### src/rtl/pwmt_pkg.sv
package pwmt_pkg;

   // ----------------------------------------------------------------
   // Widths
   // ----------------------------------------------------------------
   localparam int CNT_W = 16;
   localparam int DATA_W = 32;
   localparam int ADDR_W = 8;
   localparam int ST_W = 4;
   localparam int CTRL_W = 8;
   localparam int PRE_W = 5;
   localparam int FILT_LEN = 3;

   // ----------------------------------------------------------------
   // Register byte addresses
   // ----------------------------------------------------------------
   localparam logic [ADDR_W-1:0] ADDR_CTRL = 8'h00;
   localparam logic [ADDR_W-1:0] ADDR_RELOAD = 8'h04;
   localparam logic [ADDR_W-1:0] ADDR_COUNT = 8'h08;
   localparam logic [ADDR_W-1:0] ADDR_CAPTURE = 8'h0C;
   localparam logic [ADDR_W-1:0] ADDR_STATUS = 8'h10;
   localparam logic [ADDR_W-1:0] ADDR_IRQ_EN = 8'h14;
   localparam logic [ADDR_W-1:0] ADDR_IRQ_CLR = 8'h18;
   localparam logic [ADDR_W-1:0] ADDR_PIN = 8'h1C;

   // ----------------------------------------------------------------
   // Control field positions
   // ----------------------------------------------------------------
   localparam int CTRL_RUN_BIT = 0;
   localparam int CTRL_MODE_LSB = 1;
   localparam int CTRL_LEVEL_BIT = 3;
   localparam int CTRL_CLR_BIT = 4;
   localparam int CTRL_FILT_BIT = 5;
   localparam int CTRL_RATE_LSB = 6;

   // ----------------------------------------------------------------
   // Status and interrupt bit positions
   // ----------------------------------------------------------------
   localparam int ST_OVF = 0;
   localparam int ST_UDF = 1;
   localparam int ST_EDGE = 2;
   localparam int ST_END = 3;

   // ----------------------------------------------------------------
   // Values after reset, and the counter step
   // ----------------------------------------------------------------
   localparam logic [CTRL_W-1:0] CTRL_RST = 8'h00;
   localparam logic [CNT_W-1:0] RELOAD_RST = 16'hFFFF;
   localparam logic [CNT_W-1:0] CNT_RST = 16'h0000;
   localparam logic [CNT_W-1:0] CNT_ONE = 16'h0001;
   localparam logic [ST_W-1:0] ST_RST = 4'h0;

   // ----------------------------------------------------------------
   // Filter sampling divider reset value, step, divide-by-8 mask and terminal counts
   // ----------------------------------------------------------------
   localparam logic [PRE_W-1:0] PRE_RST = 5'h00;
   localparam logic [PRE_W-1:0] PRE_DIV8_TERM = 5'h07;
   localparam logic [PRE_W-1:0] PRE_DIV8_MASK = 5'h07;
   localparam logic [PRE_W-1:0] PRE_DIV32_TERM = 5'h1F;
   localparam logic [PRE_W-1:0] PRE_ONE = 5'h01;

   // ----------------------------------------------------------------
   // Types
   // ----------------------------------------------------------------
   typedef enum logic [1:0] {
      MODE_EDGE_CLEAR = 2'b00,
      MODE_LEVEL_GATED = 2'b01,
      MODE_FREE_CAPTURE = 2'b10
   } pwmt_mode_t;

   typedef enum logic [1:0] {
      RATE_F1 = 2'b00,
      RATE_F8 = 2'b01,
      RATE_F32 = 2'b10,
      RATE_SRC = 2'b11
   } pwmt_rate_t;

endpackage : pwmt_pkg

### src/rtl/pwmt_input_filter.sv
`timescale 1ns/1ps
module pwmt_input_filter
   import pwmt_pkg::*;
(
   input wire logic clk,
   input wire logic rstN,
   input wire logic filterEn,
   input wire logic sampleEn,
   input wire logic pinIn,
   output logic level
);

   // ----------------------------------------------------------------
   // Sample history and accepted level
   // ----------------------------------------------------------------
   logic [FILT_LEN-1:0] samples_r;
   logic [FILT_LEN-1:0] samples_nxt;
   logic level_r;
   logic level_nxt;

   // Shift on each sample pulse, accept only a unanimous history
   always_comb begin
      samples_nxt = samples_r;
      level_nxt = level_r;
      if (sampleEn) begin
         samples_nxt = {samples_r[FILT_LEN-2:0], pinIn};
      end
      if (!filterEn) begin
         level_nxt = pinIn;
      end else if (sampleEn && (&samples_nxt)) begin
         level_nxt = 1'b1;
      end else if (sampleEn && !(|samples_nxt)) begin
         level_nxt = 1'b0;
      end
   end

   // Register stage
   always_ff @(posedge clk or negedge rstN) begin
      if (!rstN) begin
         samples_r <= '0;
         level_r <= 1'b0;
      end else begin
         samples_r <= samples_nxt;
         level_r <= level_nxt;
      end
   end

   assign level = level_r;

endmodule : pwmt_input_filter

### src/rtl/pwmt_pulse_timer.sv
// Overview of operation
// - Edge-clear mode: each edge copies count to capture, clears counter, keeps counting up.
// - Edge-clear mode: rising and falling edges both count; no level distinction.
// - Edge-clear mode: event on every effective edge and on counter overflow.
// - Level-gated mode: load reload value, count down only at selected level.
// - Level-gated mode: high or low duration chosen by level selection.
// - Level-gated mode: edge ending selected level raises event and halts counter.
// - Level-gated mode: event on underflow or on completed measurement.
// - Rising-to-falling range measures high period, counting down only while high.
// - Falling-to-rising range measures low period, counting down only while low.
// - Free-capture mode: edge copies count to capture, counter keeps counting up.
// - Free-capture mode: event on each capture and on counter overflow.
// - Clear-on-capture set: counter cleared right after each capture in free-capture mode.
// - Overflow and capture events are separately enabled interrupt sources.
// - Optional filter accepts a level only after three identical samples.
//
// Chosen here: the register addresses and the plain strobed port.
`timescale 1ns/1ps
module pwmt_pulse_timer
   import pwmt_pkg::*;
(
   input wire logic clk,
   input wire logic reset_n,
   input wire logic [ADDR_W-1:0] addr,
   input wire logic [DATA_W-1:0] wrData,
   input wire logic wrStrobe,
   input wire logic rdStrobe,
   output logic [DATA_W-1:0] rdData,
   input wire logic gatedTimerIoPin,
   output logic irq
);

   // ----------------------------------------------------------------
   // Reset release
   // ----------------------------------------------------------------
   logic [1:0] rstSync_r;
   logic [1:0] rstSync_nxt;
   logic rstN;

   // Two-stage release of the asynchronous reset
   always_comb begin
      rstSync_nxt = {rstSync_r[0], 1'b1};
   end

   always_ff @(posedge clk or negedge reset_n) begin
      if (!reset_n) begin
         rstSync_r <= 2'b00;
      end else begin
         rstSync_r <= rstSync_nxt;
      end
   end

   assign rstN = rstSync_r[1];

   // ----------------------------------------------------------------
   // Filter sampling divider
   // ----------------------------------------------------------------
   logic [PRE_W-1:0] pre_r;
   logic [PRE_W-1:0] pre_nxt;
   logic [CTRL_W-1:0] ctrl_r;
   logic [CTRL_W-1:0] ctrl_nxt;
   logic sampleEn;
   pwmt_rate_t rateSel;

   // Free-running divider, one-cycle enables for the slower rates
   always_comb begin
      pre_nxt = pre_r + PRE_ONE;
      rateSel = pwmt_rate_t'(ctrl_r[CTRL_RATE_LSB +: 2]);
      unique case (rateSel)
         RATE_F1: sampleEn = 1'b1;
         RATE_F8: sampleEn = ((pre_r & PRE_DIV8_MASK) == PRE_DIV8_TERM);
         RATE_F32: sampleEn = (pre_r == PRE_DIV32_TERM);
         RATE_SRC: sampleEn = 1'b1; // Count source is the clock itself
      endcase
   end

   always_ff @(posedge clk or negedge rstN) begin
      if (!rstN) begin
         pre_r <= PRE_RST;
      end else begin
         pre_r <= pre_nxt;
      end
   end

   // ----------------------------------------------------------------
   // Input conditioning
   // ----------------------------------------------------------------
   logic pinLevel;

   pwmt_input_filter u_filter (
      .clk(clk),
      .rstN(rstN),
      .filterEn(ctrl_r[CTRL_FILT_BIT]),
      .sampleEn(sampleEn),
      .pinIn(gatedTimerIoPin),
      .level(pinLevel)
   );

   // ----------------------------------------------------------------
   // Core state and registers
   // ----------------------------------------------------------------
   logic [CNT_W-1:0] reload_r;
   logic [CNT_W-1:0] reload_nxt;
   logic [CNT_W-1:0] count_r;
   logic [CNT_W-1:0] count_nxt;
   logic [CNT_W-1:0] capture_r;
   logic [CNT_W-1:0] capture_nxt;
   logic [ST_W-1:0] status_r;
   logic [ST_W-1:0] status_nxt;
   logic [ST_W-1:0] irqEn_r;
   logic [ST_W-1:0] irqEn_nxt;
   pwmt_mode_t cfgMode_r;
   pwmt_mode_t cfgMode_nxt;
   logic cfgLevel_r;
   logic cfgLevel_nxt;
   logic cfgClr_r;
   logic cfgClr_nxt;
   logic running_r;
   logic running_nxt;
   logic halted_r;
   logic halted_nxt;
   logic prevLevel_r;
   logic prevLevel_nxt;
   logic [DATA_W-1:0] rdData_r;
   logic [DATA_W-1:0] rdData_nxt;

   // Helper terms
   logic run;
   logic start;
   logic edgeAny;
   logic edgeSel;
   logic selLevel;
   logic endEdge;
   logic [CNT_W:0] countInc;
   logic [ST_W-1:0] events;
   logic [ST_W-1:0] clrMask;

   // Next-state computation for counter, capture, flags and bus
   always_comb begin
      ctrl_nxt = ctrl_r;
      reload_nxt = reload_r;
      count_nxt = count_r;
      capture_nxt = capture_r;
      irqEn_nxt = irqEn_r;
      cfgMode_nxt = cfgMode_r;
      cfgLevel_nxt = cfgLevel_r;
      cfgClr_nxt = cfgClr_r;
      halted_nxt = halted_r;
      prevLevel_nxt = pinLevel;
      events = ST_RST;
      clrMask = ST_RST;
      rdData_nxt = '0;

      run = ctrl_r[CTRL_RUN_BIT];
      running_nxt = run;
      start = run && !running_r;
      edgeAny = pinLevel ^ prevLevel_r;
      edgeSel = cfgLevel_r ? (prevLevel_r && !pinLevel) : (!prevLevel_r && pinLevel);
      selLevel = !cfgLevel_r;
      endEdge = (prevLevel_r == selLevel) && (pinLevel != selLevel);
      countInc = {1'b0, count_r} + {1'b0, CNT_ONE};

      // Configuration only follows the control register while stopped
      if (!run) begin
         cfgMode_nxt = pwmt_mode_t'(ctrl_r[CTRL_MODE_LSB +: 2]);
         cfgLevel_nxt = ctrl_r[CTRL_LEVEL_BIT];
         cfgClr_nxt = ctrl_r[CTRL_CLR_BIT];
      end

      // Counting behaviour per active mode
      if (start) begin
         halted_nxt = 1'b0;
         if (cfgMode_r == MODE_LEVEL_GATED) begin
            count_nxt = reload_r;
         end else begin
            count_nxt = CNT_RST;
         end
      end else if (run) begin
         unique case (cfgMode_r)
            MODE_EDGE_CLEAR: begin
               if (edgeAny) begin
                  capture_nxt = count_r;
                  count_nxt = CNT_RST;
                  events[ST_EDGE] = 1'b1;
               end else begin
                  count_nxt = countInc[CNT_W-1:0];
                  events[ST_OVF] = countInc[CNT_W];
               end
            end
            MODE_LEVEL_GATED: begin
               if (!halted_r) begin
                  if (endEdge) begin
                     capture_nxt = count_r;
                     halted_nxt = 1'b1;
                     events[ST_END] = 1'b1;
                  end else if (pinLevel == selLevel) begin
                     // High while rising-to-falling, low otherwise
                     if (count_r == CNT_RST) begin
                        count_nxt = reload_r;
                        events[ST_UDF] = 1'b1;
                     end else begin
                        count_nxt = count_r - CNT_ONE;
                     end
                  end
               end
            end
            MODE_FREE_CAPTURE: begin
               if (edgeSel) begin
                  capture_nxt = count_r;
                  events[ST_EDGE] = 1'b1;
               end
               if (edgeSel && cfgClr_r) begin
                  count_nxt = CNT_RST;
               end else begin
                  count_nxt = countInc[CNT_W-1:0];
                  events[ST_OVF] = countInc[CNT_W];
               end
            end
            default: begin
               count_nxt = count_r; // Unused mode code holds the counter
            end
         endcase
      end

      // Register writes
      if (wrStrobe) begin
         unique case (addr)
            ADDR_CTRL: ctrl_nxt = wrData[CTRL_W-1:0];
            ADDR_RELOAD: reload_nxt = wrData[CNT_W-1:0];
            ADDR_IRQ_EN: irqEn_nxt = wrData[ST_W-1:0];
            ADDR_IRQ_CLR: clrMask = wrData[ST_W-1:0];
            default: clrMask = ST_RST;
         endcase
      end

      // Sticky flags, a new event beats a clear in the same cycle
      status_nxt = (status_r & ~clrMask) | events;

      // Read data for the following cycle
      if (rdStrobe) begin
         unique case (addr)
            ADDR_CTRL: rdData_nxt = {{(DATA_W-CTRL_W){1'b0}}, ctrl_r};
            ADDR_RELOAD: rdData_nxt = {{(DATA_W-CNT_W){1'b0}}, reload_r};
            ADDR_COUNT: rdData_nxt = {{(DATA_W-CNT_W){1'b0}}, count_r};
            ADDR_CAPTURE: rdData_nxt = {{(DATA_W-CNT_W){1'b0}}, capture_r};
            ADDR_STATUS: rdData_nxt = {{(DATA_W-ST_W){1'b0}}, status_r};
            ADDR_IRQ_EN: rdData_nxt = {{(DATA_W-ST_W){1'b0}}, irqEn_r};
            ADDR_PIN: rdData_nxt = {{(DATA_W-2){1'b0}}, halted_r, pinLevel};
            default: rdData_nxt = '0;
         endcase
      end
   end

   // Register stage for core state
   always_ff @(posedge clk or negedge rstN) begin
      if (!rstN) begin
         ctrl_r <= CTRL_RST;
         reload_r <= RELOAD_RST;
         count_r <= CNT_RST;
         capture_r <= CNT_RST;
         status_r <= ST_RST;
         irqEn_r <= ST_RST;
         cfgMode_r <= MODE_EDGE_CLEAR;
         cfgLevel_r <= 1'b0;
         cfgClr_r <= 1'b0;
         running_r <= 1'b0;
         halted_r <= 1'b0;
         prevLevel_r <= 1'b0;
         rdData_r <= '0;
      end else begin
         ctrl_r <= ctrl_nxt;
         reload_r <= reload_nxt;
         count_r <= count_nxt;
         capture_r <= capture_nxt;
         status_r <= status_nxt;
         irqEn_r <= irqEn_nxt;
         cfgMode_r <= cfgMode_nxt;
         cfgLevel_r <= cfgLevel_nxt;
         cfgClr_r <= cfgClr_nxt;
         running_r <= running_nxt;
         halted_r <= halted_nxt;
         prevLevel_r <= prevLevel_nxt;
         rdData_r <= rdData_nxt;
      end
   end

   // ----------------------------------------------------------------
   // Outputs
   // ----------------------------------------------------------------

   // Level interrupt from enabled sticky flags
   assign irq = |(status_r & irqEn_r);
   assign rdData = rdData_r;

endmodule : pwmt_pulse_timer

### config.mk
export PLATFORM = sky130hd
export DESIGN_NAME = pwmt_pulse_timer
export DESIGN_NICKNAME = d
export VERILOG_FILES = /design/src/rtl/pwmt_pkg.sv /design/src/rtl/pwmt_input_filter.sv /design/src/rtl/pwmt_pulse_timer.sv
export SDC_FILE = /design/constraint.sdc
export NUM_CORES = 1
export LEC_CHECK = 0
export BUFFER_PORTS_ARGS = -buffer_cell sky130_fd_sc_hd__buf_2
export CAP_MARGIN = 20
export CELL_PAD_IN_SITES_DETAIL_PLACEMENT = 0
export CELL_PAD_IN_SITES_GLOBAL_PLACEMENT = 1
export CORE_MARGIN = 5
export CORE_UTILIZATION = 49
export CTS_CLUSTER_DIAMETER = 40
export DETAILED_ROUTE_END_ITERATION = 12
export PLACE_DENSITY = 0.86
export SETUP_SLACK_MARGIN = 0.3
export SYNTH_ARGS = -nofsm -noshare
export SYNTH_HDL_FRONTEND = slang
export SYNTH_SLANG_ARGS = --single-unit
export TNS_END_PERCENT = 50
### constraint.sdc
create_clock -name clk -period 7.9 [get_ports clk]
set_input_delay 2.37 -clock clk [delete_from_list [all_inputs] [get_ports clk]]
set_output_delay 2.37 -clock clk [all_outputs]
set_load 0.05 [all_outputs]
==> results.md <==
STA
- worst slew pin tran: 1.03 ns
- clock period minus final worst setup slack: 4.26 ns
- final count of negative-setup-slack endpoints: 0
- maximum clock frequency: 235 MHz
- Setup Total Neg Slack: 0 ns
- worst-case headroom to the max-slew limit: 31.4%
- RSZ-0062 raised after global routing: false
- share of the clock period used by the worst path: 53.9%
- count of endpoints failing hold in the final timing report: 0
- Final Max Tran Viols: 0
- largest clock skew in the final design: 0.00571 ns

Finish
- number of non-filler instances in the completed layout: 708
- layout cells sized above 1: 27.1%
- final layout net count: 619
- antenna fix cells: 0
- area overhead of the layout relative to synthesis: 8.59%
- top library cells by usage in the layout, fill and taps aside: sky130_fd_sc_hd__dfrtp_1, sky130_fd_sc_hd__buf_2, sky130_fd_sc_hd__mux2_2
- most common cell after layout, fill and taps aside: sky130_fd_sc_hd__dfrtp_1
- filler cell count: 1,004

Routing
- Avg Vias per Cell: 5.85
- final routed wirelength across all metal layers: 12,900 um
- count of unresolved DRC violations after routing: 0
- Antenna Violating Nets Remaining: 0
- routed len/inst: 18.3 um
- Iteration-0 DRC Markers: 356
- Initial DRT Pass Iterations: 5
- detailed-route via count: 4,145

Pwr
- leakage power: 2.70 nW
- Power Density: 229 nW/um^2
- maximum VDD drop: 0.000128 V

Die
- Core Area: 11,300 um^2
- top-level I/O count: 78
- die footprint: 13,700 um^2
- starting utilization of the core area: 49.4%
- horizontal die dimension: 117 um
- vertical die dimension: 117 um
- Site Rows: 39

Critical path
- CP Data Required Time: 8.18 ns
- maximum net fanout on the critical path: 16
- kind of cell adding the most delay to the critical path: simple AND/OR/NAND/NOR gates
- critical path type: primary input to flip-flop
- WP buf/inv: 1
- cell count of the worst reg-to-reg path: 8
- slowest cell on the critical path: sky130_fd_sc_hd__nor3b_4
- startpoint type of the worst setup path: primary input
- count of cell instances traversed by the critical path: 6
- worst path cell trace: buf_2 -> or4_4 -> nor2_4 -> nand2_2 -> nor3b_4 -> mux2_2
- WP data arrival: 4.54 ns
- category of the worst setup path capture point: flip-flop
- delay of the slowest cell on the worst path: 0.87 ns

Synth
- flip-flop and latch count after synthesis: 97
- number of flops mapped to enable cells by yosys: 0
- Async SR Flop Fraction: 100%
- Cells after Synth: 539
- total of warnings raised by yosys: 0
- cell taking the most area after synthesis: sky130_fd_sc_hd__dfrtp_1
- post-synthesis instance area: 5590 um^2
- library cells used by synthesis: 65
- dominant cells by area after synthesis: sky130_fd_sc_hd__dfrtp_1, sky130_fd_sc_hd__mux2_2, sky130_fd_sc_hd__dfstp_2
- Top FF cell, synth: sky130_fd_sc_hd__dfrtp_1
- Avg Cell Area, Syn: 10.4 um^2
- fraction of post-synthesis cell area in the top cell type by area: 36.2%
- fraction of the yosys area taken by sequential cells: 43.8%

Clock network
- TritonCTS clock tree: yes
- clock latency at the later pin of the worst-skew pair: 0.35 ns
- number of buffers created by CTS: 9
- maximum buffer depth of the clock tree: 2
- CTS clk-pin slew, worst paths: 0.07 ns
- setup fix buffers added after clock tree synthesis: 0
- count of cells resized by post-cts repair: 0
- hold-fix buffer count after cts: 0
- clock root buffer master: sky130_fd_sc_hd__clkbuf_16
- H-tree depth reported by CTS: 3
- number of sinks handled by clock tree synthesis: 97

Global routing
- largest net degree at the start of global routing: 62
- first-pass GRT wire length: 20,900 um
- number of antenna violations at the first check in global routing: 0
- total gr overflow: 0
- number of global-route vias before repair: 4,056
- Global Route Usage Sum: 19.8%

Place
- count of buffers inserted at the top-level ports: 45
- HPWL after DPL: 9050 um
- Cell Count Post-Placement: 690
- Final Wtd Congestion: 0.877

Run
- max-cap viol count: 0

Status
- run status: finished clean

Worst hold path
- type of the most critical hold path: flip-flop to async pin

[power by group]
part	leakage, nW	switching (mW)	internal [mW]
registers	1.23	0.125	0.546
clock network	0.136	0.188	0.212
logic	1.33	0.174	0.146
[flip-flops by register name, indices dropped and copies added (netlist names)]
signal / count
u_filter.level: 1
prevLevel_r: 1
rstSync_r: 2
status_r: 4
halted_r: 1
cfgClr_r: 1
reload_r: 16
rdData: 16
irqEn_r: 4
running_r: 1
u_filter.samples_r: 2
capture_r: 16
cfgLevel_r: 1
count_r: 16
ctrl_r: 8
pre_r: 5
cfgMode_r: 2
[layout make-up]
type	count	area (um^2)	share of cell area [%]
Timing Repair Buffer	50	278	4.57
Multi-Input combinational cell	389	2850	47.0
Clock buffer	10	229	3.77
Clock inverter	6	33.8	0.556
Inverter	13	48.8	0.803
Tap cell	143	179	2.95
Sequential cell	97	2450	40.4
[metrics by stage]
| step | util [%] | hold slack [ns] | setup slack, ns | power, mW | cell area, um^2 |
|---|---|---|---|---|---|
| floorplan | - | 0.331 | 3.85 | 0.935 | 5650 |
| global placement | 51.1 | 0.292 | 3.23 | 0.986 | 5780 |
| detailed placement | 51.1 | 0.297 | 3.20 | 0.995 | 5780 |
| CTS | 53.4 | 0.297 | 3.58 | 1.40 | 6040 |
| global route | 53.6 | 0.328 | 3.53 | 1.47 | 6070 |
| finish | 53.6 | 0.274 | 3.64 | 1.39 | 6070 |
[path summary, 6_finish.rpt]
kind	from	end	slack, ns
max in group asynchronous	reset_n	rstSync_r[1]	6.00
min in group clk	rstSync_r[0]	rstSync_r[1]	0.36
worst min-delay path	rstSync_r[1]	pre_r[3]	0.27
worst max register to register	cfgMode_r[1]	count_r[8]	4.95
worst min register to register	rstSync_r[1]	pre_r[3]	0.27
worst max-delay path	addr[1]	reload_r[2]	3.64
[cells by family after synthesis]
family          Yosys count  synth area share, %
mux                      69                 15.1
xor+xnor                 20                 3.13
other cells               2                0.134
simple gates            163                 15.9
flops                    97                 43.8
compound gates          106                 12.6
fa+ha+maj                14                 3.13
buf+inv                  68                 6.22
[Yosys cell counts (2+ instances only)]
| cell | number |
|---|---|
| sky130_fd_sc_hd__dfrtp_1 | 81 |
| sky130_fd_sc_hd__mux2_2 | 44 |
| sky130_fd_sc_hd__nor2_1 | 43 |
| sky130_fd_sc_hd__nand2_1 | 34 |
| sky130_fd_sc_hd__a21oi_1 | 25 |
| sky130_fd_sc_hd__o21ai_0 | 25 |
| sky130_fd_sc_hd__clkbuf_1 | 21 |
| sky130_fd_sc_hd__buf_4 | 16 |
| sky130_fd_sc_hd__dfstp_2 | 16 |
| sky130_fd_sc_hd__a22oi_1 | 15 |
| sky130_fd_sc_hd__nand3_1 | 15 |
| sky130_fd_sc_hd__nor3_1 | 15 |
| sky130_fd_sc_hd__xnor2_1 | 15 |
| sky130_fd_sc_hd__buf_2 | 14 |
| sky130_fd_sc_hd__ha_1 | 14 |
| sky130_fd_sc_hd__inv_1 | 13 |
| sky130_fd_sc_hd__mux2_1 | 11 |
| sky130_fd_sc_hd__nor2b_1 | 9 |
| sky130_fd_sc_hd__a211oi_1 | 8 |
| sky130_fd_sc_hd__mux2i_1 | 7 |
| sky130_fd_sc_hd__mux4_2 | 7 |
| sky130_fd_sc_hd__nand4_1 | 7 |
| sky130_fd_sc_hd__nor4_1 | 7 |
| sky130_fd_sc_hd__a221oi_1 | 5 |
| sky130_fd_sc_hd__a31oi_1 | 5 |
| sky130_fd_sc_hd__xor2_1 | 5 |
| sky130_fd_sc_hd__and3_1 | 4 |
| sky130_fd_sc_hd__or2_2 | 4 |
| sky130_fd_sc_hd__and2_1 | 3 |
| sky130_fd_sc_hd__nand2b_1 | 3 |
| sky130_fd_sc_hd__or4_4 | 3 |
| sky130_fd_sc_hd__a22o_1 | 2 |
| sky130_fd_sc_hd__a41oi_1 | 2 |
| sky130_fd_sc_hd__buf_1 | 2 |
| sky130_fd_sc_hd__buf_6 | 2 |
| sky130_fd_sc_hd__conb_1 | 2 |
| sky130_fd_sc_hd__nor4_2 | 2 |
| sky130_fd_sc_hd__nor4_4 | 2 |
| sky130_fd_sc_hd__o21a_1 | 2 |
| sky130_fd_sc_hd__o22ai_1 | 2 |
| sky130_fd_sc_hd__o2bb2ai_1 | 2 |
| sky130_fd_sc_hd__or3_1 | 2 |
[routing by layer]
metal / GRT usage [%] / vias up / wire [um]
li1: - / 1950 / -
met1: 26.9 / 2069 / 5870
met2: 31.7 / 111 / 6130
met3: 4.37 / 15 / 697
met4: 6.65 / 0 / 232
met5: 0 / - / 0
Power figures use the tool's default switching activity.
